### src/shared/cso_pkg.sv
// Summary of operation
// Coast polarity bit picks low or high active external freewheel when overridden.
// Clamp source bit picks internal hsync-derived clamp or external clamp input.
// Red, green, blue clamp bits pick ground or midscale clamp level.
// Software keeps bit 0 of the freewheel and clamp register at zero.
// Internal clamp starts placement pixel clocks after hsync trailing edge.
// Internal clamp stays active for clamp duration pixel clocks.
// Clamp polarity override picks automatic or programmed external clamp polarity.
// External clamp polarity bit gives active low or high when overridden.
// Auto-offset enable bit turns automatic offset correction on or off.
// Update rate runs correction every clamp, 16, 64 clamps, or per vsync.
// Software writes low three bits of clamp and offset register as 011.
// Software programs factory test register with all ones.
// Bits 7:3 of slicer control set the slicer threshold, reset 01111.
// Polarity bit makes embedded sync output active low or high.
// Two-bit select routes slicer, raw hsync, regenerated or filtered sync out.
// Channel override picks automatic or programmed input channel.
// Channel bit used when overridden or both channels have syncs.
// Coast polarity override picks automatic or programmed freewheel polarity.
// Coast source bit picks vsync-derived or external freewheel input.
// Channel override resets to zero, automatic selection after reset.
// All fields read back last write and act without a commit.
package cso_pkg;
	localparam logic [7:0] ADDR_FREEWHEEL_CLAMP = 8'h18;
	localparam logic [7:0] ADDR_CLAMP_PLACEMENT = 8'h19;
	localparam logic [7:0] ADDR_CLAMP_DURATION = 8'h1A;
	localparam logic [7:0] ADDR_CLAMP_OFFSET = 8'h1B;
	localparam logic [7:0] ADDR_FACTORY_TEST = 8'h1C;
	localparam logic [7:0] ADDR_SLICER = 8'h1D;
	localparam logic [7:0] ADDR_POWER_CHANNEL = 8'h1E;

	localparam logic [7:0] RST_FREEWHEEL_CLAMP = 8'h20;
	localparam logic [7:0] RST_CLAMP_PLACEMENT = 8'h08;
	localparam logic [7:0] RST_CLAMP_DURATION = 8'h20;
	localparam logic [7:0] RST_CLAMP_OFFSET = 8'h5B;
	localparam logic [7:0] RST_FACTORY_TEST = 8'hFF;
	localparam logic [7:0] RST_SLICER = 8'h78;
	localparam logic [7:0] RST_POWER_CHANNEL = 8'h30;

	// Freewheel and clamp control fields
	localparam int FC_COAST_SRC = 7;
	localparam int FC_COAST_OVR = 6;
	localparam int FC_COAST_POL = 5;
	localparam int FC_CLAMP_SRC = 4;
	localparam int FC_RED_LVL = 3;
	localparam int FC_BLUE_LVL = 1;
	// Clamp and offset fields
	localparam int CO_POL_OVR = 7;
	localparam int CO_POL = 6;
	localparam int CO_AUTO_EN = 5;
	localparam int CO_RATE_HI = 4;
	localparam int CO_RATE_LO = 3;
	// Slicer control fields
	localparam int SL_THR_HI = 7;
	localparam int SL_THR_LO = 3;
	localparam int SL_POL = 2;
	localparam int SL_SEL_HI = 1;
	// Power and channel fields
	localparam int PC_CH_OVR = 7;
	localparam int PC_CH_SEL = 6;

	localparam logic [5:0] RATE_16_LAST = 6'h0F;
	localparam logic [5:0] RATE_64_LAST = 6'h3F;

	typedef enum logic [1:0] {
		RATE_EVERY = 2'b00,
		RATE_16 = 2'b01,
		RATE_64 = 2'b10,
		RATE_VSYNC = 2'b11
	} cso_rate_t;

	typedef enum logic [1:0] {
		SRC_SLICER = 2'b00,
		SRC_RAW_HSYNC = 2'b01,
		SRC_REGEN = 2'b10,
		SRC_FILTERED = 2'b11
	} cso_sync_src_t;

	typedef enum logic [2:0] {
		CLAMP_IDLE = 3'b001,
		CLAMP_WAIT = 3'b010,
		CLAMP_ACTIVE = 3'b100
	} cso_clamp_state_t;

	typedef struct packed {
		logic hsync;
		logic embedded_sync;
		logic sync_present;
	} cso_chan_t;
endpackage

### src/rtl/cso_config.sv
`timescale 1ns/100ps
module cso_config #(
	parameter logic EXT_CLAMP_AUTO_HIGH = 1'b1,
	parameter logic EXT_COAST_AUTO_HIGH = 1'b1
) (
	input wire logic clk_i,
	input wire logic reset_i,
	input wire logic ce_i,
	input wire logic [7:0] addr_i,
	input wire logic [7:0] wr_data_i,
	input wire logic wr_i,
	input wire logic rd_i,
	output logic [7:0] rd_data_o,
	input wire cso_pkg::cso_chan_t chan0_i,
	input wire cso_pkg::cso_chan_t chan1_i,
	input wire logic ext_clamp_i,
	input wire logic ext_freewheel_i,
	input wire logic vsync_i,
	input wire logic regen_sync_i,
	input wire logic filt_sync_i,
	output logic clamp_o,
	output logic [2:0] clamp_level_o,
	output logic pll_freewheel_o,
	output logic auto_offset_en_o,
	output logic auto_offset_update_o,
	output logic [4:0] slicer_threshold_o,
	output logic embedded_sync_output_o,
	output logic channel_sel_o
);
	// ==========================================
	// Register file
	logic [7:0] freewheel_and_clamp_control;
	logic [7:0] clamp_placement;
	logic [7:0] clamp_duration;
	logic [7:0] clamp_and_offset_control;
	logic [7:0] factory_test_reg;
	logic [7:0] slicer_control;
	logic [7:0] power_and_channel_control;
	logic [7:0] next_rd_data;

	// Fields stored as written, effective next cycle
	// writable readable bank
	always_ff @(posedge clk_i) begin
		if (reset_i) begin
			freewheel_and_clamp_control <= cso_pkg::RST_FREEWHEEL_CLAMP;
			clamp_placement <= cso_pkg::RST_CLAMP_PLACEMENT;
			clamp_duration <= cso_pkg::RST_CLAMP_DURATION;
			clamp_and_offset_control <= cso_pkg::RST_CLAMP_OFFSET;
			factory_test_reg <= cso_pkg::RST_FACTORY_TEST;
			slicer_control <= cso_pkg::RST_SLICER;
			// automatic channel after reset
			power_and_channel_control <= cso_pkg::RST_POWER_CHANNEL;
		end else if (ce_i && wr_i) begin
			unique case (addr_i)
				cso_pkg::ADDR_FREEWHEEL_CLAMP: freewheel_and_clamp_control <= wr_data_i;
				cso_pkg::ADDR_CLAMP_PLACEMENT: clamp_placement <= wr_data_i;
				cso_pkg::ADDR_CLAMP_DURATION: clamp_duration <= wr_data_i;
				cso_pkg::ADDR_CLAMP_OFFSET: clamp_and_offset_control <= wr_data_i;
				cso_pkg::ADDR_FACTORY_TEST: factory_test_reg <= wr_data_i;
				cso_pkg::ADDR_SLICER: slicer_control <= wr_data_i;
				cso_pkg::ADDR_POWER_CHANNEL: power_and_channel_control <= wr_data_i;
				default: begin
				end
			endcase
		end
	end

	always_comb begin
		unique case (addr_i)
			cso_pkg::ADDR_FREEWHEEL_CLAMP: next_rd_data = freewheel_and_clamp_control;
			cso_pkg::ADDR_CLAMP_PLACEMENT: next_rd_data = clamp_placement;
			cso_pkg::ADDR_CLAMP_DURATION: next_rd_data = clamp_duration;
			cso_pkg::ADDR_CLAMP_OFFSET: next_rd_data = clamp_and_offset_control;
			cso_pkg::ADDR_FACTORY_TEST: next_rd_data = factory_test_reg;
			cso_pkg::ADDR_SLICER: next_rd_data = slicer_control;
			cso_pkg::ADDR_POWER_CHANNEL: next_rd_data = power_and_channel_control;
			default: next_rd_data = 8'h00;
		endcase
	end

	// Read data valid only the cycle after the strobe
	always_ff @(posedge clk_i) begin
		if (reset_i) begin
			rd_data_o <= 8'h00;
		end else if (ce_i) begin
			rd_data_o <= rd_i ? next_rd_data : 8'h00;
		end
	end

	// ==========================================
	// Pin synchronisers
	cso_pkg::cso_chan_t ch0_s1, ch0_s2, ch1_s1, ch1_s2;
	logic [2:0] pin_s1, pin_s2;
	logic hsync_q, vsync_q, clamp_q;

	always_ff @(posedge clk_i) begin
		if (reset_i) begin
			ch0_s1 <= '0;
			ch0_s2 <= '0;
			ch1_s1 <= '0;
			ch1_s2 <= '0;
			pin_s1 <= 3'h0;
			pin_s2 <= 3'h0;
		end else if (ce_i) begin
			ch0_s1 <= chan0_i;
			ch0_s2 <= ch0_s1;
			ch1_s1 <= chan1_i;
			ch1_s2 <= ch1_s1;
			pin_s1 <= {ext_clamp_i, ext_freewheel_i, vsync_i};
			pin_s2 <= pin_s1;
		end
	end

	// Level of an external pin in active-high terms
	function automatic logic pol_apply(input logic level, input logic ovr,
			input logic pol, input logic auto_high);
		logic high;
		high = ovr ? pol : auto_high;
		return high ? level : ~level;
	endfunction

	// ==========================================
	// Channel selection
	logic next_channel;

	// override or automatic choice
	// programmed bit when both carry syncs
	always_comb begin
		if (power_and_channel_control[cso_pkg::PC_CH_OVR] ||
				(ch0_s2.sync_present && ch1_s2.sync_present)) begin
			next_channel = power_and_channel_control[cso_pkg::PC_CH_SEL];
		end else begin
			next_channel = ~ch0_s2.sync_present & ch1_s2.sync_present;
		end
	end

	cso_pkg::cso_chan_t chan;
	assign chan = channel_sel_o ? ch1_s2 : ch0_s2;

	// ==========================================
	// Internal clamp generator
	cso_pkg::cso_clamp_state_t state;
	logic [7:0] cnt;
	logic trail;
	assign trail = hsync_q & ~chan.hsync;

	always_ff @(posedge clk_i) begin
		if (reset_i) begin
			hsync_q <= 1'b0;
			vsync_q <= 1'b0;
		end else if (ce_i) begin
			hsync_q <= chan.hsync;
			vsync_q <= pin_s2[0];
		end
	end

	// delay after hsync trailing edge
	// active for duration count
	always_ff @(posedge clk_i) begin
		if (reset_i) begin
			state <= cso_pkg::CLAMP_IDLE;
			cnt <= 8'h00;
		end else if (ce_i) begin
			unique case (state)
				cso_pkg::CLAMP_IDLE: begin
					if (trail && clamp_placement != 8'h00) begin
						state <= cso_pkg::CLAMP_WAIT;
						cnt <= clamp_placement;
					end else if (trail && clamp_duration != 8'h00) begin
						state <= cso_pkg::CLAMP_ACTIVE;
						cnt <= clamp_duration;
					end
				end
				cso_pkg::CLAMP_WAIT: begin
					if (cnt != 8'h01) begin
						cnt <= cnt - 8'h01;
					end else if (clamp_duration != 8'h00) begin
						state <= cso_pkg::CLAMP_ACTIVE;
						cnt <= clamp_duration;
					end else begin
						state <= cso_pkg::CLAMP_IDLE;
					end
				end
				cso_pkg::CLAMP_ACTIVE: begin
					if (cnt != 8'h01) begin
						cnt <= cnt - 8'h01;
					end else begin
						state <= cso_pkg::CLAMP_IDLE;
					end
				end
			endcase
		end
	end

	// ==========================================
	// Clamp, freewheel and level outputs
	logic ext_clamp_act, ext_coast_act, next_clamp;
	// automatic or programmed polarity
	// programmed clamp polarity
	assign ext_clamp_act = pol_apply(pin_s2[2], clamp_and_offset_control[cso_pkg::CO_POL_OVR],
		clamp_and_offset_control[cso_pkg::CO_POL], EXT_CLAMP_AUTO_HIGH);
	// automatic or programmed polarity
	// programmed freewheel polarity
	assign ext_coast_act = pol_apply(pin_s2[1], freewheel_and_clamp_control[cso_pkg::FC_COAST_OVR],
		freewheel_and_clamp_control[cso_pkg::FC_COAST_POL], EXT_COAST_AUTO_HIGH);
	// clamp source select
	assign next_clamp = freewheel_and_clamp_control[cso_pkg::FC_CLAMP_SRC] ?
		ext_clamp_act : (state == cso_pkg::CLAMP_ACTIVE);

	always_ff @(posedge clk_i) begin
		if (reset_i) begin
			clamp_o <= 1'b0;
			clamp_q <= 1'b0;
			pll_freewheel_o <= 1'b0;
			clamp_level_o <= 3'h0;
			channel_sel_o <= 1'b0;
			slicer_threshold_o <= cso_pkg::RST_SLICER[cso_pkg::SL_THR_HI:cso_pkg::SL_THR_LO];
			auto_offset_en_o <= 1'b0;
		end else if (ce_i) begin
			clamp_o <= next_clamp;
			clamp_q <= clamp_o;
			// freewheel source select
			pll_freewheel_o <= freewheel_and_clamp_control[cso_pkg::FC_COAST_SRC] ?
				ext_coast_act : pin_s2[0];
			// per-channel clamp level
			clamp_level_o <= freewheel_and_clamp_control[cso_pkg::FC_RED_LVL:cso_pkg::FC_BLUE_LVL];
			channel_sel_o <= next_channel;
			// slicer threshold field
			slicer_threshold_o <= slicer_control[cso_pkg::SL_THR_HI:cso_pkg::SL_THR_LO];
			// auto-offset enable
			auto_offset_en_o <= clamp_and_offset_control[cso_pkg::CO_AUTO_EN];
		end
	end

	// ==========================================
	// Embedded sync output
	logic next_esync;
	cso_pkg::cso_sync_src_t sync_src;
	assign sync_src = cso_pkg::cso_sync_src_t'(slicer_control[cso_pkg::SL_SEL_HI:0]);

	// output source select
	always_comb begin
		unique case (sync_src)
			cso_pkg::SRC_SLICER: next_esync = chan.embedded_sync;
			cso_pkg::SRC_RAW_HSYNC: next_esync = chan.hsync;
			cso_pkg::SRC_REGEN: next_esync = regen_sync_i;
			cso_pkg::SRC_FILTERED: next_esync = filt_sync_i;
		endcase
	end

	always_ff @(posedge clk_i) begin
		if (reset_i) begin
			embedded_sync_output_o <= 1'b0;
		end else if (ce_i) begin
			// output polarity
			embedded_sync_output_o <= slicer_control[cso_pkg::SL_POL] ? next_esync : ~next_esync;
		end
	end

	// ==========================================
	// Auto-offset update pacing
	// Counts finished clamps so the correction loop settles less often
	logic [5:0] clamp_cnt;
	logic clamp_end, vsync_rise, next_update;
	cso_pkg::cso_rate_t rate;
	assign clamp_end = clamp_q & ~clamp_o;
	assign vsync_rise = pin_s2[0] & ~vsync_q;
	assign rate = cso_pkg::cso_rate_t'(
		clamp_and_offset_control[cso_pkg::CO_RATE_HI:cso_pkg::CO_RATE_LO]);

	// update rate selection
	always_comb begin
		unique case (rate)
			cso_pkg::RATE_EVERY: next_update = clamp_end;
			cso_pkg::RATE_16: next_update = clamp_end && clamp_cnt[3:0] == cso_pkg::RATE_16_LAST[3:0];
			cso_pkg::RATE_64: next_update = clamp_end && clamp_cnt == cso_pkg::RATE_64_LAST;
			cso_pkg::RATE_VSYNC: next_update = vsync_rise;
		endcase
	end

	always_ff @(posedge clk_i) begin
		if (reset_i) begin
			clamp_cnt <= 6'h00;
			auto_offset_update_o <= 1'b0;
		end else if (ce_i) begin
			if (clamp_end) begin
				clamp_cnt <= clamp_cnt + 6'h01;
			end
			// no updates while disabled
			auto_offset_update_o <= clamp_and_offset_control[cso_pkg::CO_AUTO_EN] && next_update;
		end
	end
endmodule

### config.mk
export PLATFORM = sky130hd
export DESIGN_NAME = cso_config
export DESIGN_NICKNAME = d
export VERILOG_FILES = /design/src/shared/cso_pkg.sv /design/src/rtl/cso_config.sv
export SDC_FILE = /design/constraint.sdc
export NUM_CORES = 1
export LEC_CHECK = 0
export ABC_AREA = 1
export BUFFER_PORTS_ARGS = -buffer_cell sky130_fd_sc_hd__buf_4
export CAP_MARGIN = 10
export CORE_ASPECT_RATIO = 1.2
export CORE_MARGIN = 2
export CORE_UTILIZATION = 38
export CTS_CLUSTER_DIAMETER = 30
export DETAILED_ROUTE_END_ITERATION = 10
export GPL_ROUTABILITY_DRIVEN = 1
export PLACE_DENSITY = 0.57
export SLEW_MARGIN = 20
export SYNTH_ARGS = -nofsm -noshare
export SYNTH_HDL_FRONTEND = slang
export SYNTH_SLANG_ARGS = --single-unit
### constraint.sdc
create_clock -name clk_i -period 3.3 [get_ports clk_i]
set_clock_uncertainty 0.05 [all_clocks]
set_input_delay 0.33 -clock clk_i [delete_from_list [all_inputs] [get_ports clk_i]]
set_output_delay 0.33 -clock clk_i [all_outputs]
set_load 0.02 [all_outputs]
---- Word-level counts from Yosys, hierarchy flattened ----
Cells that the tools add are included.
operators by class
  muxes and demuxes ....................... 25
  reductions and logical operators ........ 22
  add/sub/neg operators ................... 2
  equal/unequal tests ..................... 24
  bitwise logic cells ..................... 11
operators with widths
  cell                   count
  $eq A8 B5 Y1 const B   7
  $pmux W8 S7            1
  $mux W8                6
  $pmux W8 S3            1
  $mux W3                6
  $reduce_and A2 Y1      8
  $reduce_bool A8 Y1     2
  $pmux W3 S3            1
  $eq A2 B2 Y1 const B   4
  $mux W1                8
  $ne A8 B1 Y1 const B   1
  $pmux W1 S4            2
  $reduce_and A4 Y1      2
  $sub A8 B1 Y8 const B  1
  $logic_and A1 B1 Y1    7
  $not A1 Y1             7
  $add A6 B1 Y6 const B  1
  $eq A6 B6 Y1 const B   1
  $ne A2 B2 Y1 const B   3
  $ne A3 B3 Y1 const B   2
  $and A1 B1 Y1          4
  $eq A2 B1 Y1 const B   2
  $eq A4 B4 Y1 const B   1
  $logic_not A2 Y1       2
  other kinds (4)        4
storage, ports and cells
  bits in registers ....................... 116
  bits of input ports ..................... 32
  word-level logic and storage cells ...... 120
  output and inout bits ................... 22

---- Depth between registers and ports, before layout ----
Gate-level depths: netlist of the first run.
  depth in word-level cells ............... 7
  gate-level depth with buffers ........... 12
  gate-level depth less buffers ........... 12

---- Worst setup path after synthesis of the first run ----
Ideal clock, no wire load.
  path type ............................... register to register
  start point ............................. register channel_sel_o
  end point ............................... register cnt[0]
  path buffers ............................ 1
  arrival time ............................ 1.360 ns
  required time ........................... 3.137 ns
  setup slack ............................. 1.777 ns
  setup time .............................. 0.113 ns
  clock period less this slack ............ 1.523 ns
  stages on the path, launching flop included .. 11
  cell sequence ........................... dfxtp_1 -> inv_1 -> nand2_1 -> nand2_2 -> nor2_8 -> nand2_4 -> nand3_2 -> nand3_4 -> buf_6 -> nor2_1 -> nor2_1
between the ends
  longest elaborated chain between the ends .. 6
  elaborated cells on any way between the ends .. 9
  those cells by class .................... eq/ne: 1; mux: 3; bitwise: 2; reduce/logical: 3
RTL lines
  what                                                               line                                  source
  from (decl)                                                        cso_config.sv:28                      output logic channel_sel_o
  from (signal assigned)                                             cso_config.sv:227                     channel_sel_o <= next_channel;
  $mux W3 *                                                          cso_config.sv:138                     assign chan = channel_sel_o ? ch1_s2 : ch0_s2;
  $not A1 Y1 *                                                       cso_config.sv:145                     assign trail = hsync_q & ~chan.hsync;
  $and A1 B1 Y1 *                                                    cso_config.sv:145
  $logic_and A1 B1 Y1 (on tied branches)                             cso_config.sv:166, cso_config.sv:169
  $ne A3 B3 Y1 (no source line) or $mux W8 (tied branches)           -
  $reduce_and A4 Y1 (no source line) or $pmux W8 S3 (tied branches)  -
  to (signal assigned)                                               cso_config.sv:168                     cnt <= clamp_placement;
  to (signal assigned)                                               cso_config.sv:171                     cnt <= clamp_duration;
  to (signal assigned)                                               cso_config.sv:176                     cnt <= cnt - 8'h01;
  to (decl)                                                          cso_config.sv:143                     logic [7:0] cnt;
Every way passes the cells marked *; elsewhere a longest branch is shown, timed or not.
A chain may end at the register's enable or synchronous reset.

---- Worst setup path after layout of the first run ----
  start point ............................. register cnt[1]
  end point ............................... register cnt[2]
between the ends
  longest elaborated chain between the ends .. 3
  elaborated cells on any way between the ends .. 8
  those cells by class .................... add/sub: 1; eq/ne: 3; mux: 3; reduce/logical: 1
RTL lines
  what                                              line               source
  $sub A8 B1 Y8 or $ne A8 B1 Y1 (tied branches)     -
  $mux W8 (tied with other cells)                   cso_config.sv:185  if (cnt != 8'h01) begin
  $pmux W8 S3 or $reduce_and A4 Y1 (tied branches)  -
Parallel ways exist; a longest one is shown, timed or not. The select of a mux whose other input is x is not followed.

==> results of run 1 <==
==> critical path, cell delays in order, from the launching register on <==
cell and delay [ps]:
dfxtp_1 290, inv_1 130, ha_1 190, nand3_1 110, nor2_2 220, nand3_1 190, nand3_4 230, nand2_1 90
nand2_1 70, nor2_1 50
==> synthesized netlist by cell type, drive strengths merged <==
| cell type | n |
|---|---|
| nor2 | 113 |
| nand4 | 3 |
| ha | 6 |
| a31oi | 2 |
| buf | 16 |
| inv | 84 |
| nor3 | 4 |
| nand3 | 67 |
| or2 | 1 |
| and3 | 1 |
| o21ai | 96 |
| o21bai | 1 |
| nand3b | 1 |
| xnor2 | 3 |
| o21a | 1 |
| clkinv | 1 |
| clkbuf | 14 |
| dfxtp | 116 |
| a21oi | 69 |
| xor2 | 4 |
| nand2 | 178 |
| o211ai | 12 |
==> cell type report <==
type / count / share of cell area (%)
clock buffer: 22 / 7.013
clock inverter: 10 / 1.966
inverter: 85 / 4.820
multi-input combinational: 562 / 41.57
sequential: 116 / 35.09
tap: 175 / 3.308
timing repair buffer: 55 / 6.238
==> how the worst max path moves through the flow <==
stage	endpoint	slack, ps
floorplan	cnt[0]	1780
global placement	slicer_control[0]	1270
detailed placement	clamp_cnt[5]	1200
CTS	cnt[2]	1560
global route	cnt[2]	1380
finish	cnt[2]	1570
==> cell families after synthesis <==
group / Yosys count
AOI/OAI and AO/OA: 181
buffers and inverters: 115
and+or+nand+nor: 368
DFF: 116
adders and majority gates: 6
xor gates and xnor gates: 7
==> power by group through the flow <==
stage | clock network (mW) | registers, mW | logic, mW
CTS | 1.88 | 1.47 | 0.370
detailed placement | 0 | 1.50 | 0.368
finish | 1.85 | 1.47 | 0.371
global route | 1.94 | 1.48 | 0.418
global placement | 0 | 1.50 | 0.367
floorplan | 0 | 1.50 | 0.255
==> stage by stage <==
step           cells  power (mW)  worst slack, ps
2_1_floorplan    793       1.759             1777
3_3_place_gp     993       1.869             1268
3_5_place_dp     993       1.871             1198
4_1_cts         1025       3.722             1562
5_1_grt         1025       3.840             1384
6_report        1025       3.695             1574
==> routing by layer <==
metal | track usage (%) | share of wire (%) | vias up
met5 | 0 | 0 | -
met4 | 13.08 | 5.1 | 0
met3 | 3.745 | 3.3 | 44
met2 | 35.95 | 50 | 125
met1 | 24.86 | 42 | 2364
li1 | - | - | 2666
==> impl_metrics.ini, run 1 <==
[status]
outcome = completed

[sta]
min_period_ps = 1726
tns_ps = 0
drv_slew = 0
worst_slew_pin_slew_ps = 715.3
rsz0062_at_grt = no
finalCritPeriodShare_pct = 52.32
fmax_mhz = 579.2
hold_viol = 0
timing.slew.headroom_pct = 52.24
finalSetupViolCount = 0
hold_ws_ps = 87.42

[logic_synthesis]
yosys.area.top_type = dfxtp_1
syn_inst = 793
synth_compound_area_share_pct = 17.39
synthMuxAreaShare_pct = 0
synth_top_cell_area_share_pct = 41.92
synth_top_family_by_area = simple AND/OR/NAND/NOR gates
synth_xor_area_share_pct = 1.107
synthTopCellsByArea = dfxtp_1, nand2_1, o21ai_0
synthAdderAreaFrac_pct = 1.355
yosysUniqueCellTypes = 37
syn_area_um2 = 5539
synth_nets = 831
ys_seq_elements = 116
ys_warn_count = 0
syn_avg_cell_area_um2 = 6.985
ys_seq_area_share_pct = 41.92
synthSimpleGateAreaFrac_pct = 29.82

[setup_path]
cp-startpoint = cnt[1]
cp_max_fo = 16
reg2reg_to = cnt[2]
endpoint_kind = flip-flop
crit_required_ps = 3550
critPathLaunchType = flip-flop
r2r_setup_slack_ps = 1570
critPathKind = flip-flop to flip-flop
critPathArrivalTime_ps = 1980
r2r-start = cnt[1]
reg2reg_depth = 9

[pwr]
peakVddDrop_v = 0.0002842
powerDensity_nw_per_um2 = 558.3
swShare_pct = 24.39
p_comb_share_pct = 10.0
power_frac_clock_pct = 50.1
total_leakage_power_nw = 2.953
power.net_switching_mw = 0.9014
intPower_mw = 2.794
p_seq_share_pct = 39.9

[cts]
cts_resized = 0
clock_sinks = 116
cts_hold_buf = 0
postCtsSetupBuffers = 0
clk_pin_slew_ps = 50
cts_tree = built
clkLatencyLatePin_ps = 410
cts_htree_levels = 4
cts_made_buffers = 17
cts_root_buf = clkbuf_16
clockBufferDepth = 2

[floorplanning]
start_util_pct = 38.75
core_um2 = 14290
dieArea_um2 = 15560
die_x_um = 114.2
die_h_um = 136.3
pin_count = 54
core.rowCount = 48

[worst_hold_path]
hold_class = primary input to flip-flop
min_from = chan1_i[0]
holdPathEnd = ch1_s1[0]
holdPathStages = 3

[cells_and_area]
final_nets = 875
utilization_pct = 46.31
area_growth_pct = 19.49
final_cell_mix = nand2_1, dfxtp_1, nor2_1, o21ai_0, inv_1
nFillCells = 1466
postLayoutCellArea_um2 = 6619
antenna_cells = 0
multi_input_area_um2 = 2751
seqCellArea_um2 = 2322
final_common_cell = nand2_1
drive_gt1_share_pct = 14.71

[grt]
grt_pass1_wl_um = 25300
grt_max_degree = 45
antenna_found_initial = 0
gr-total-overflow = 0
grt_pass1_vias = 4933
track_usage_pct = 21.23

[drt]
wl_um = 15650
drc = 0
wire_per_inst_um = 15.27
detail-route-antenna-nets = 0
drt_iter0_drc = 339
drtPass1Iterations = 5
vias_per_cell = 5.072
vias = 5199

[placement]
place_congestion = 0.9427
io_buffers = 53
postPlaceCellArea_um2 = 6025
hpwl_um = 11380

[run]
max-cap-violations = 0
Power figures use the tool's default switching activity.
==> inputs of run 2 (changes only) <==
clock period = 1.7 ns   (was 3.3 ns; I/O delays follow)
==> impl_metrics.ini, run 2 (synthesis gave the netlist of run 1 again) <==
[cts]
cts_made_buffers = 17
cts_htree_levels = 4
cts_tree = built
clock_sinks = 116
clkLatencyLatePin_ps = 420
clockBufferDepth = 2
cts_root_buf = clkbuf_16
clk_pin_slew_ps = 60

[setup_path]
critPathArrivalTime_ps = 1850
reg2reg_to = cnt[3]
max_stage_delay_ps = 370
crit_required_ps = 1970
critPathLaunchType = flip-flop
r2r-start = channel_sel_o
reg2reg_depth = 9
cp_max_fo = 8
path_cells = inv_1 -> nand2_1 -> nand2_2 -> nor2_8 -> nand2_4 -> nand3_2 -> nand3_2 -> nor2_1 -> nor2_1
critPathKind = flip-flop to flip-flop
cp_slowest_cell = dfxtp_2
r2r_setup_slack_ps = 120
endpoint_kind = flip-flop

[sta]
tns_ps = 0
finalCritPeriodShare_pct = 93.16
hold_viol = 0
timing.slew.headroom_pct = 74.29
drv_slew = 0
worst_slew_pin_slew_ps = 384.8
finalWorstSetupSlack_ps = 116.3
min_period_ps = 1584
hold_ws_ps = 10.95
finalSetupViolCount = 0
fmax_mhz = 631.4
rsz0062_at_grt = yes

[run]
max-cap-violations = 0

[cells_and_area]
final_nets = 901
final_cell_mix = nand2_1, dfxtp_1, nor2_1, o21ai_0, inv_1
final_common_cell = nand2_1
utilization_pct = 48.63
area_growth_pct = 25.48
postLayoutCellArea_um2 = 6950
final_cells = 1051
antenna_cells = 0
drive_gt1_share_pct = 16.89

[placement]
hpwl_um = 11080
place_congestion = 0.8638
dp_worst_setup_slack_ps = 44.91
numPlacedInstances = 1004
postPlaceCellArea_um2 = 6145
io_buffers = 53

[floorplanning]
core_um2 = 14290
start_util_pct = 38.75
core.rowCount = 48
dieArea_um2 = 15560
die_x_um = 114.2
pin_count = 54
die_h_um = 136.3

[drt]
wire_per_inst_um = 14.80
vias = 5310
detail-route-antenna-nets = 0
vias_per_cell = 5.052
drc = 0
drt_iter0_drc = 343
drtPass1Iterations = 5
wl_um = 15550

[grt]
grt_pass1_vias = 5151
gr-total-overflow = 0
grt_max_degree = 46
track_usage_pct = 20.88
antenna_found_initial = 0
grt_pass1_wl_um = 25190

[worst_hold_path]
holdPathStages = 3
holdPathEnd = factory_test_reg[7]
hold_class = primary input to flip-flop
min_from = wr_data_i[7]

[pwr]
totalPowerFinal_mw = 7.413
total_leakage_power_nw = 3.096
powerDensity_nw_per_um2 = 1067
peakVddDrop_v = 0.0005441

[status]
outcome = completed
## run 2: cell count changes in the layout (fill, tap and decap cells not counted), sizes merged
cell         change
clkinv           -1
dlygate4sd3     +14
nand3            +1
clkbuf           -3
inv              +4
buf             +11
## run 2: timing repair
item	4_1_cts	5_1_grt
endpoints found under the setup margin	0	8
hold buffers	14	0
gates resized for setup	0	10
endpoints found under the hold margin	15	0
buffers inserted	0	0
## run 2: report_power, final
group / switching [mW] / leakage [nW] / internal [mW] / total (mW)
sequential: 0.0500 / 0.945 / 2.81 / 2.86
combinational: 0.498 / 1.85 / 0.296 / 0.794
clock: 1.36 / 0.301 / 2.40 / 3.76
## run 2: cell type report
type | instances | area, um^2
fill | 1424 | 7343
clock buffer | 19 | 452.9
tap | 175 | 219.0
inverter | 85 | 319.1
timing repair buffer | 80 | 673.1
clock inverter | 13 | 171.4
multi-input combinational | 563 | 2791
sequential | 116 | 2323
## run 2: worst max-delay path: cells and delay by family, from the launching register on
family	cells	cell delay, ps
and+or+nand+nor	8	1020
DFF	1	370
buffers and inverters	1	50
## run 2: layer usage
layer | up-vias | GRT usage, % | wire [um]
li1 | 2719 | - | -
met1 | 2454 | 24.20 | 6651
met2 | 107 | 36.87 | 7960
met3 | 30 | 4.325 | 538
met4 | 0 | 9.350 | 401
met5 | - | 0 | 0
## run 2: worst max path at each step
stage                        from  cells after the start  slack (ps)  endpoint
finish              channel_sel_o                      9         120    cnt[3]
global route             state[0]                     10         -10    cnt[6]
CTS                        cnt[1]                      9          20    cnt[6]
detailed placement         cnt[1]                      9          40    cnt[3]
global placement           cnt[1]                      9          40    cnt[5]
floorplan           channel_sel_o                     10         180    cnt[0]
